==> config.mk <==
export PLATFORM = sky130hd
export DESIGN_NAME = tcr_regs
export DESIGN_NICKNAME = d
export VERILOG_FILES = /design/src/tcr_pkg.sv /design/src/tcr_cmp_chan.sv /design/src/tcr_regs.sv
export VERILOG_INCLUDE_DIRS = /design/src /design/src/src
export SDC_FILE = /design/constraint.sdc
export NUM_CORES = 1
export LEC_CHECK = 0
export BUFFER_PORTS_ARGS = -buffer_cell sky130_fd_sc_hd__buf_2
export CAP_MARGIN = 0
export CORE_UTILIZATION = 46
export CTS_CLUSTER_SIZE = 14
export DETAILED_ROUTE_END_ITERATION = 10
export HOLD_SLACK_MARGIN = 0.12
export PLACE_DENSITY = 0.71
export SYNTH_ARGS = -nofsm -noshare
export SYNTH_HDL_FRONTEND = slang
export SYNTH_HIERARCHICAL = 1
export SYNTH_SLANG_ARGS = --single-unit
==> constraint.sdc <==
create_clock -name sys_clk -period 4.05 [get_ports sys_clk]
set_clock_uncertainty 0.1 [all_clocks]
set_input_delay 0.81 -clock sys_clk [delete_from_list [all_inputs] [get_ports sys_clk]]
set_output_delay 0.81 -clock sys_clk [all_outputs]
set_load 0.01 [all_outputs]
==> src/tcr_cfg.svh <==
// Register offsets, bit positions and reset values of the timer register block
`ifndef TCR_CFG_SVH
`define TCR_CFG_SVH

// Data-space offsets
`define TCR_OFF_IRQ_FLAGS   8'h37
`define TCR_OFF_IRQ_MASK    8'h70
`define TCR_OFF_CMP_A       8'hb3
`define TCR_OFF_CMP_B       8'hb4
`define TCR_OFF_ASYNC_STAT  8'hb6

// I/O-instruction window and start of the extended space
`define TCR_IO_BASE         8'h20
`define TCR_EXT_BASE        8'h60

// Flag and mask bit positions
`define TCR_BIT_CMP_B       2
`define TCR_BIT_CMP_A       1
`define TCR_BIT_OVF         0

// Asynchronous status bit positions
`define TCR_BIT_EXT_CLK     6
`define TCR_BIT_ASYNC_SEL   5
`define TCR_BIT_CNT_BUSY    4
`define TCR_BIT_CMPA_BUSY   3
`define TCR_BIT_CMPB_BUSY   2
`define TCR_BIT_CTLA_BUSY   1
`define TCR_BIT_CTLB_BUSY   0

// Reset values
`define TCR_RST_BYTE        8'h00
`define TCR_RST_FLAGS       3'h0

`endif

==> src/tcr_pkg.sv <==
// State types of the timer register block
`default_nettype none

package tcr_pkg;

  // State of one compare channel
  typedef struct packed {
    logic [7:0] value;   // Active compare value
    logic [7:0] temp;    // Holding value while async update is pending
    logic       busy;    // Update busy
    logic       match;   // Registered match pulse
  } tcr_chan_t;

  // State of the register block top
  typedef struct packed {
    logic [2:0] flags;      // Compare B, compare A, overflow
    logic [2:0] mask;       // Interrupt enables
    logic       ext_clk;    // External clock input enable
    logic       async_sel;  // Async clock select
    logic       cnt_busy;   // Counter update busy
    logic       ctla_busy;  // Control A update busy
    logic       ctlb_busy;  // Control B update busy
    logic       block;      // Suppress match on next timer clock
    logic [7:0] rdata;      // Read data
    logic [2:0] irq;        // Interrupt request levels
    logic       osc_run;    // Crystal oscillator enable
    logic       ext_buf;    // External clock buffer enable
  } tcr_regs_t;

endpackage : tcr_pkg

`default_nettype wire

==> src/tcr_cmp_chan.sv <==
// One compare channel: value register, async holding stage and match detect
`timescale 1ns/10ps
`default_nettype none
`include "tcr_cfg.svh"

module tcr_cmp_chan #(
  parameter int unsigned WIDTH = 8
) (
  input  wire logic             sys_clk,        // System clock
  input  wire logic             reset,          // Sync reset, active high
  input  wire logic             wr,             // Software write strobe
  input  wire logic [WIDTH-1:0] wdata,          // Write data
  input  wire logic             async_mode,     // Timer runs from async clock
  input  wire logic             timer_tick,     // One pulse per timer clock
  input  wire logic [WIDTH-1:0] counter_value,  // Current counter
  input  wire logic             block_match,    // Counter was just written
  output logic      [WIDTH-1:0] value_ff,       // Active compare value
  output logic                  busy_ff,        // Update busy
  output logic                  match_ff        // Match pulse
);

  tcr_pkg::tcr_chan_t st_ff;
  tcr_pkg::tcr_chan_t nxt_st;

  // Next state: write path, async transfer, match detect
  always_comb begin
    nxt_st = st_ff;
    // Async transfer lands on the next timer clock
    if (st_ff.busy && timer_tick) begin
      nxt_st.value = st_ff.temp;
      nxt_st.busy  = 1'b0;
    end
    // A write in async mode goes to the holding stage first
    if (wr && async_mode) begin
      nxt_st.temp = wdata;
      nxt_st.busy = 1'b1;
    end else if (wr) begin
      nxt_st.value = wdata;
    end
    // Compared on every timer clock; blocked after a counter write
    nxt_st.match = timer_tick && (counter_value == st_ff.value) && !block_match;
  end

  // State register
  always_ff @(posedge sys_clk) begin
    if (reset) begin
      st_ff <= '0;
    end else begin
      st_ff <= nxt_st;
    end
  end

  assign value_ff = st_ff.value;
  assign busy_ff  = st_ff.busy;
  assign match_ff = st_ff.match;
endmodule : tcr_cmp_chan

`default_nettype wire

==> src/tcr_regs.sv <==
// Timer compare, interrupt flag/mask and async status register block
`timescale 1ns/10ps
`default_nettype none
`include "tcr_cfg.svh"

module tcr_regs #(
  parameter int unsigned CNT_WIDTH = 8
) (
  input  wire logic                 sys_clk,           // 20 MHz system clock
  input  wire logic                 reset,             // Sync reset, active high
  input  wire logic [7:0]           bus_addr,          // Data address, or I/O address in [5:0]
  input  wire logic                 bus_io,            // Access made by an I/O instruction
  input  wire logic                 bus_wr,            // Write strobe
  input  wire logic                 bus_rd,            // Read strobe
  input  wire logic [7:0]           bus_wdata,         // Write data
  output logic      [7:0]           bus_rdata_ff,      // Read data, one cycle after read
  input  wire logic                 timer_tick,        // One pulse per timer clock
  input  wire logic [CNT_WIDTH-1:0] counter_value,     // Counter value
  input  wire logic                 counter_overflow,  // Counter wrapped at max
  input  wire logic                 bottom_reverse,    // Direction change at zero
  input  wire logic                 pwm_mode,          // A PWM mode is active
  input  wire logic                 counter_wr,        // Software wrote the counter
  input  wire logic                 ctrl_a_wr,         // Software wrote control A
  input  wire logic                 ctrl_b_wr,         // Software wrote control B
  input  wire logic                 vec_ack_cmp_b,     // Compare B vector executed
  input  wire logic                 vec_ack_cmp_a,     // Compare A vector executed
  input  wire logic                 vec_ack_ovf,       // Overflow vector executed
  output logic      [2:0]           irq_ff,            // Requests: cmp B, cmp A, overflow
  output logic                      match_a_ff,        // Compare A match to waveform A
  output logic                      match_b_ff,        // Compare B match to waveform B
  output logic                      async_clk_sel_ff,  // Timer clock from oscillator pin
  output logic                      osc_run_ff,        // Crystal oscillator enable
  output logic                      ext_clk_buf_ff     // External clock input buffer enable
);

  tcr_pkg::tcr_regs_t st_ff;
  tcr_pkg::tcr_regs_t nxt_st;

  logic [7:0]           eff_addr;
  logic                 sel_flags;
  logic                 sel_mask;
  logic                 sel_cmp_a;
  logic                 sel_cmp_b;
  logic                 sel_async;
  logic                 block_now;
  logic [CNT_WIDTH-1:0] cmp_a_value;
  logic [CNT_WIDTH-1:0] cmp_b_value;
  logic                 cmp_a_busy;
  logic                 cmp_b_busy;
  logic [2:0]           flag_set;
  logic [2:0]           flag_clr;
  logic [7:0]           async_stat;

  // Address mapping; I/O addresses cannot reach the extended space
  assign eff_addr  = bus_io ? (`TCR_IO_BASE + {2'h0, bus_addr[5:0]}) : bus_addr;
  assign sel_flags = (eff_addr == `TCR_OFF_IRQ_FLAGS);
  assign sel_mask  = !bus_io && (bus_addr == `TCR_OFF_IRQ_MASK);
  assign sel_cmp_a = !bus_io && (bus_addr == `TCR_OFF_CMP_A);
  assign sel_cmp_b = !bus_io && (bus_addr == `TCR_OFF_CMP_B);
  assign sel_async = !bus_io && (bus_addr == `TCR_OFF_ASYNC_STAT);

  // A counter write blocks this tick too if they coincide
  assign block_now = st_ff.block || counter_wr;

  // Compare channels
  tcr_cmp_chan #(
    .WIDTH (CNT_WIDTH)
  ) u_cmp_a (
    .sys_clk       (sys_clk),
    .reset         (reset),
    .wr            (bus_wr && sel_cmp_a),
    .wdata         (bus_wdata[CNT_WIDTH-1:0]),
    .async_mode    (st_ff.async_sel),
    .timer_tick    (timer_tick),
    .counter_value (counter_value),
    .block_match   (block_now),
    .value_ff      (cmp_a_value),
    .busy_ff       (cmp_a_busy),
    .match_ff      (match_a_ff)
  );

  tcr_cmp_chan #(
    .WIDTH (CNT_WIDTH)
  ) u_cmp_b (
    .sys_clk       (sys_clk),
    .reset         (reset),
    .wr            (bus_wr && sel_cmp_b),
    .wdata         (bus_wdata[CNT_WIDTH-1:0]),
    .async_mode    (st_ff.async_sel),
    .timer_tick    (timer_tick),
    .counter_value (counter_value),
    .block_match   (block_now),
    .value_ff      (cmp_b_value),
    .busy_ff       (cmp_b_busy),
    .match_ff      (match_b_ff)
  );

  // Flag sources; overflow source depends on the counting mode
  always_comb begin
    flag_set                 = `TCR_RST_FLAGS;
    flag_set[`TCR_BIT_CMP_B] = match_b_ff;
    flag_set[`TCR_BIT_CMP_A] = match_a_ff;
    flag_set[`TCR_BIT_OVF]   = pwm_mode ? bottom_reverse : counter_overflow;
    flag_clr                 = `TCR_RST_FLAGS;
    flag_clr[`TCR_BIT_CMP_B] = vec_ack_cmp_b;
    flag_clr[`TCR_BIT_CMP_A] = vec_ack_cmp_a;
    flag_clr[`TCR_BIT_OVF]   = vec_ack_ovf;
    if (bus_wr && sel_flags) begin
      flag_clr = flag_clr | bus_wdata[2:0];
    end
  end

  // Async status image; bit 7 unimplemented, reads zero
  always_comb begin
    async_stat                       = `TCR_RST_BYTE;
    async_stat[`TCR_BIT_EXT_CLK]     = st_ff.ext_clk;
    async_stat[`TCR_BIT_ASYNC_SEL]   = st_ff.async_sel;
    async_stat[`TCR_BIT_CNT_BUSY]    = st_ff.cnt_busy;
    async_stat[`TCR_BIT_CMPA_BUSY]   = cmp_a_busy;
    async_stat[`TCR_BIT_CMPB_BUSY]   = cmp_b_busy;
    async_stat[`TCR_BIT_CTLA_BUSY]   = st_ff.ctla_busy;
    async_stat[`TCR_BIT_CTLB_BUSY]   = st_ff.ctlb_busy;
  end

  // Next state of the whole block
  always_comb begin
    nxt_st = st_ff;
    // Set wins over any clear in the same cycle
    nxt_st.flags = (st_ff.flags & ~flag_clr) | flag_set;
    if (bus_wr && sel_mask) begin
      nxt_st.mask = bus_wdata[2:0];
    end
    if (bus_wr && sel_async) begin
      nxt_st.ext_clk   = bus_wdata[`TCR_BIT_EXT_CLK];
      nxt_st.async_sel = bus_wdata[`TCR_BIT_ASYNC_SEL];
    end
    // Busy bits of registers held outside; transfer done at next tick
    if (timer_tick) begin
      nxt_st.cnt_busy  = 1'b0;
      nxt_st.ctla_busy = 1'b0;
      nxt_st.ctlb_busy = 1'b0;
      nxt_st.block     = 1'b0;
    end
    if (counter_wr && st_ff.async_sel) begin
      nxt_st.cnt_busy = 1'b1;
    end
    if (ctrl_a_wr && st_ff.async_sel) begin
      nxt_st.ctla_busy = 1'b1;
    end
    if (ctrl_b_wr && st_ff.async_sel) begin
      nxt_st.ctlb_busy = 1'b1;
    end
    // Held until the tick after the write, so that tick sees no match
    if (counter_wr && !timer_tick) begin
      nxt_st.block = 1'b1;
    end
    // Read data; unmapped addresses read zero
    nxt_st.rdata = `TCR_RST_BYTE;
    if (bus_rd) begin
      if (sel_flags) begin
        nxt_st.rdata = {5'h00, st_ff.flags};
      end else if (sel_mask) begin
        nxt_st.rdata = {5'h00, st_ff.mask};
      end else if (sel_cmp_a) begin
        nxt_st.rdata = 8'(cmp_a_value);
      end else if (sel_cmp_b) begin
        nxt_st.rdata = 8'(cmp_b_value);
      end else if (sel_async) begin
        nxt_st.rdata = async_stat;
      end
    end
    // Request levels follow the next flags so they change with them
    nxt_st.irq     = nxt_st.flags & nxt_st.mask;
    // Crystal runs only while the external clock input is off
    nxt_st.osc_run = nxt_st.async_sel && !nxt_st.ext_clk;
    nxt_st.ext_buf = nxt_st.async_sel && nxt_st.ext_clk;
  end

  // State register
  always_ff @(posedge sys_clk) begin
    if (reset) begin
      st_ff <= '0;
    end else begin
      st_ff <= nxt_st;
    end
  end

  // Outputs straight from the state register
  assign bus_rdata_ff     = st_ff.rdata;
  assign irq_ff           = st_ff.irq;
  assign async_clk_sel_ff = st_ff.async_sel;
  assign osc_run_ff       = st_ff.osc_run;
  assign ext_clk_buf_ff   = st_ff.ext_buf;
endmodule : tcr_regs

`default_nettype wire

# Word level (Yosys, flattened, before mapping)
# Cells that the tools add are included.
[totals] register_bits=61
[op_classes] add_sub_neg=1 n_eq_ne=7 mux=25 n_bitwise=6 reduce_logical=36
[op_table] op="8-bit 2-to-1 mux" count=9
[op_table] op="8-bit equality test, second input constant" count=3
[op_table] op="1-bit logical AND" count=23
[op_table] op="8-bit equality test" count=2
[op_table] op="3-bit 2-to-1 mux" count=4
[op_table] op="2-bit nonzero test" count=6
[op_table] op="1-bit 2-to-1 mux" count=9
[op_table] op="8-bit by 6-bit equality test with 1-bit output, second input constant" count=1
[op_table] op="8-bit by 7-bit equality test with 1-bit output, second input constant" count=1
[op_table] op="6-bit by 6-bit adder with 7-bit output, first input constant" count=1
[op_table] op="7-bit 2-to-1 mux" count=1
[op_table] op="3-bit bitwise AND" count=2
[op_table] op="3-bit bitwise OR" count=2
[op_table] op="1-bit zero test" count=4
[op_table] op="4-bit 2-to-1 mux" count=1
[op_table] op="4-bit OR reduction" count=1
[op_table] op="3-bit inverter" count=1
[op_table] op="2-bit 2-to-1 mux" count=1
[op_table] op="2-bit OR reduction" count=1
[op_table] op="1-bit logical OR" count=1
[op_table] op="1-bit inverter" count=1

# Longest topological paths before layout
[logic_depth] depth_word=9 ltp_mapped=11

# Modules after synthesis
# The synthesis kept the hierarchy.
[by_module_without_submodules] module="tcr_cmp_chan" instances=2 cells_each=107 area_each_um2=910.9 seq_area_each_um2=360.3
[by_module_without_submodules] module="tcr_regs" instances=1 cells_each=149 area_each_um2=1280.0 seq_area_each_um2=500.5

# Worst setup path before layout
# OpenSTA, ideal clock, no wires.
[synth_timing] path_kind="input to register" from="in bus_addr[1]" to="reg u_cmp_a.st_ff, in the netlist u_cmp_a/value_ff[0]" setup_ns=0.091 t_arrival_ns=2.426 required_time_ns=3.859 path_slack_ns=1.433 cell_stages=10 cell_sequence="buf_4 > nand3b_1 > nor3_1 > nand2_1 > nor2_1 > buf_2 > nand2b_4 > buf_6 > buf_12 > a311oi_1"
[synth_between] elab_chain_cells=5 word_cells_on_any_way=6 classes_between="eq/ne (1); mux (2); reduce/logical (3)"
[synth_lines] element="from (decl)" line_no="tcr_regs.sv:11" rtl="input wire logic [7:0] bus_addr,"
[synth_lines] element="8-bit equality test (no line) *"
[synth_lines] element="1-bit logical AND *" line_no="tcr_regs.sv:58" rtl="assign sel_cmp_a = !bus_io && (bus_addr == `TCR_OFF_CMP_A);"
[synth_lines] element="1-bit logical AND *" line_no="tcr_regs.sv:71" rtl=".wr (bus_wr && sel_cmp_a),"
[synth_lines] element="8-bit 2-to-1 mux / 1-bit logical AND (equally long branches)" line_no="tcr_cmp_chan.sv:37, tcr_cmp_chan.sv:34"
[synth_lines] element="8-bit 2-to-1 mux *" line_no="tcr_cmp_chan.sv:34" rtl="if (wr && async_mode) begin"
[synth_lines] element="to (signal assigned)" line_no="tcr_cmp_chan.sv:49" rtl="st_ff <= nxt_st;"
[synth_lines] element="to (decl)" line_no="tcr_cmp_chan.sv:22" rtl="tcr_pkg::tcr_chan_t st_ff;"
# Mark *: on every way between the ends. The rest lies on a longest branch, timed or not.
# A chain may end at the register's enable or synchronous reset.

# Worst setup path after layout
[layout_timing] from="in bus_addr[1]" to="reg u_cmp_a/st_ff[4] (netlist bit)"
[layout_between] elab_chain_cells=4
[layout_lines] element="8-bit equality test (no line)"
[layout_lines] element="1-bit logical AND" line_no="tcr_regs.sv:58"
[layout_lines] element="1-bit logical AND" line_no="tcr_regs.sv:71"
[layout_lines] element="1-bit logical AND" line_no="tcr_cmp_chan.sv:34"
# No other way between the ends.

==> results.toml <==
[run_status]
status = "finished, violations left"
violations = "DRC"

[synth]
synth_seq_cells = 61
syn_inst = 363
synth_edf_count = 0
synth.largest_area_cell = "dfxtp_1"
synthesis.area_um2 = 3100
seq_area_frac_synth = 0.394
synth_ff_type = "dfxtp_1"
ys_types = 49
synthTopCellsByCount = "61 x dfxtp_1, 49 x nand2_1, 40 x nand3_1"
syn_nets = 402
async_flop_share = 0
synth.most_common_cell = "dfxtp_1"
yosys_warnings = 6
avgSynthCellArea_um2 = 8.54
ys_top_cells_by_area = "dfxtp_1 39%, buf_4 6.8%, nand3_1 6.5%"
yosys.area.top_type_share = 0.394

[setup_path]
crit_slowest_cell = "nor3_1"
slowest_delay_ns = 0.49
cp_data_arrival_time_ns = 2.65
cp_common_cell = "nand2_1"
cp_num_buf_inv = 2
r2r_slack_ns = 2.23
cp-end-kind = "flop"
reg2regPathDepth = 4
timing.rr.start = "async_clk_sel_ff"
path_delay_family = "simple AND/OR/NAND/NOR gates"
worstPathRequired_ns = 4.13
worstPathMaxFanout = 10
worstPathCellList = "buf_2 -> nand3b_1 -> nor3_1 -> nand2_1 -> nor2_1 -> buf_4 -> nand2_1 -> nand2_1 -> a21oi_1"
r2r-end = "u_cmp_b/value_ff[4]"
worstSetupStartpointType = "input port"
path_class = "input port to flop"

[routing]
wl_met1_um = 3410
vias = 2670
wl_met2_um = 3310
drt-pass1-iter-count = 8
first_iter_violations = 179
met3_length_um = 493
drc = 16
via_per_inst = 5.73
routedWlPerCell_um = 15.9
wirelength_um = 7420
ant_nets = 0
maxUsedRoutingLayer = "met4"

[grt]
track_usage = 0.216
grt_start_max_net_pins = 53
antenna_found_initial = 0
grt_pass1_vias = 2412
grt_pass1_wl_um = 11800
global_route.overflow_total = 0

[final_layout]
num_antenna_cells = 0
stdcell_area_um2 = 3340
syn_to_final_growth_pct = 7.62
drive_above_1_share = 0.229
fillers = 637
fin_nets = 424
utilization = 0.520

[clock_network]
cts_buffers = 9
htree_levels = 3
cts_root_buffer = "clkbuf_8"
cts.repair.resized = 0
cts_max_path_buffers = 2
clkSinkCount = 61
clkLatencyLatePin_ns = 0.34
post-cts-setup-buffer-count = 0
holdBufCountCts = 0
cts_tree = "built"
cts.clk_slew.worst_paths_ns = 0.06

[sta]
setup_tns_ns = 0
fmax_ghz = 0.390
finalSetupViolCount = 0
maxSlewViolCount = 0
rsz0062_at_grt = "no"
fin_ws_ns = 1.49
worstMarginPinSlew_ns = 0.989
max-slew-margin-rel = 0.340
fin_crit_ns = 2.56
finalHoldViolCount = 0
period_share = 0.633

[floorplanning]
fp.dieH_um = 84.1
die_x_um = 84.1
ioPinCount = 55
rows = 29
core_um2 = 6420
initial_core_util = 0.483
die-area_um2 = 7080

[place]
dp_hpwl_um = 5280
placed_cell_area_um2 = 3140
pre_cts_slack_ns = 1.15
numPortBuffers = 54
gp_congestion = 0.884

[power]
leakagePower_nw = 1.35
vdd_drop_max_mv = 0.149
powerDensity_nw_per_um2 = 366

[hold_path]
hold_start = "u_cmp_b/st_ff[9]"
hold_path_class = "flop to flop"
whs_path_depth = 2
hold_end = "u_cmp_b/st_ff[9]"

[flow_run]
drv_cap = 0
## worst max path at each step
stage                     start                  end  slack (ns)  cells past startpoint
CTS                 bus_addr[3]     u_cmp_a/st_ff[4]        1.52                      9
finish              bus_addr[1]     u_cmp_a/st_ff[4]        1.49                      9
detailed placement  bus_addr[3]     u_cmp_a/st_ff[4]        1.15                      9
global route        bus_addr[1]     u_cmp_a/st_ff[7]        1.27                      9
global placement    bus_addr[3]     u_cmp_a/st_ff[4]        1.21                      9
floorplan           bus_addr[1]  u_cmp_a/value_ff[0]        1.43                     10
## sequential cells by signal, summed over array words and instances, names as in the netlist
signal	flops
u_cmp_a/st_ff	8
u_cmp_a/busy_ff	1
u_cmp_b/st_ff	8
u_cmp_b/busy_ff	1
st_ff	7
u_cmp_b/value_ff	8
async_clk_sel_ff	1
irq_ff	3
u_cmp_b/match_ff	1
async_stat	4
ext_clk_buf_ff	1
bus_rdata_ff	8
u_cmp_a/value_ff	8
osc_run_ff	1
u_cmp_a/match_ff	1
## worst reg2reg max path, delay by kind of cell, from the launching register on
family,cells,cell delay (ns)
and+or+nand+nor,2,0.32
DFF,1,0.75
AOI/OAI and AO/OA,1,0.25
buffers and inverters,1,0.30
## routing by layer
metal  vias to the layer above  global-route usage
li1                       1304                   -
met1                      1236               0.285
met2                       110               0.326
met3                        20              0.0435
met4                         0               0.125
met5                         -                   0
## power by group
group,internal [W],switching (W)
Clock,0.000312,0.000232
Sequential,0.000601,0.000000879
Combinational,0.0000265,0.0000489
## placed cells by master, fill, tap and decap left out, types with 2 or more instances in the layout
cell type | netlist | final
a21oi_1 | 25 | 25
and3_1 | 2 | 2
clkbuf_8 | 0 | 11
a211oi_1 | 2 | 2
buf_4 | 28 | 2
nor2b_1 | 4 | 4
o21bai_1 | 2 | 2
clkinv_2 | 0 | 2
nor4_1 | 3 | 3
nor2_1 | 32 | 32
xor2_1 | 16 | 16
nand4b_1 | 2 | 2
a22oi_1 | 9 | 9
a311oi_1 | 12 | 12
nand3_1 | 40 | 40
buf_2 | 4 | 54
o31ai_1 | 2 | 2
inv_1 | 4 | 4
a311oi_2 | 4 | 4
nand2_1 | 49 | 49
dfxtp_1 | 61 | 61
nor2_2 | 4 | 4
nand2b_4 | 2 | 2
and4_1 | 3 | 3
nand3b_1 | 2 | 2
mux2i_1 | 5 | 5
nand2b_1 | 4 | 4
nor3_1 | 10 | 10
## layout make-up
cell class / count / area [um2] / share of cell area
multi-input combinational: 253 / 1520 / 0.456
clock buffer: 11 / 151 / 0.0454
timing repair buffer: 56 / 285 / 0.0855
clock inverter: 4 / 47.5 / 0.0142
inverter: 4 / 15.0 / 0.00450
tap: 77 / 96.3 / 0.0289
sequential: 61 / 1220 / 0.366
## cells by family after synthesis
logic type,count (synthesis),synth area share
and+or+nand+nor,167,0.271
DFF,61,0.394
buffers and inverters,49,0.116
muxes,6,0.0198
AOI/OAI and AO/OA,64,0.154
xor gates and xnor gates,16,0.0452
## stage by stage
| step | cells | power, W | hold slack (ns) |
|---|---|---|---|
| 3_3_place_gp | 451 | 0.000689 | 0.342 |
| 6_report | 466 | 0.00122 | 0.356 |
| 5_1_grt | 466 | 0.00127 | 0.375 |
| 3_5_place_dp | 451 | 0.000691 | 0.349 |
| 2_1_floorplan | 363 | 0.000650 | 0.336 |
| 4_1_cts | 466 | 0.00123 | 0.359 |
Power figures use the tool's default switching activity.
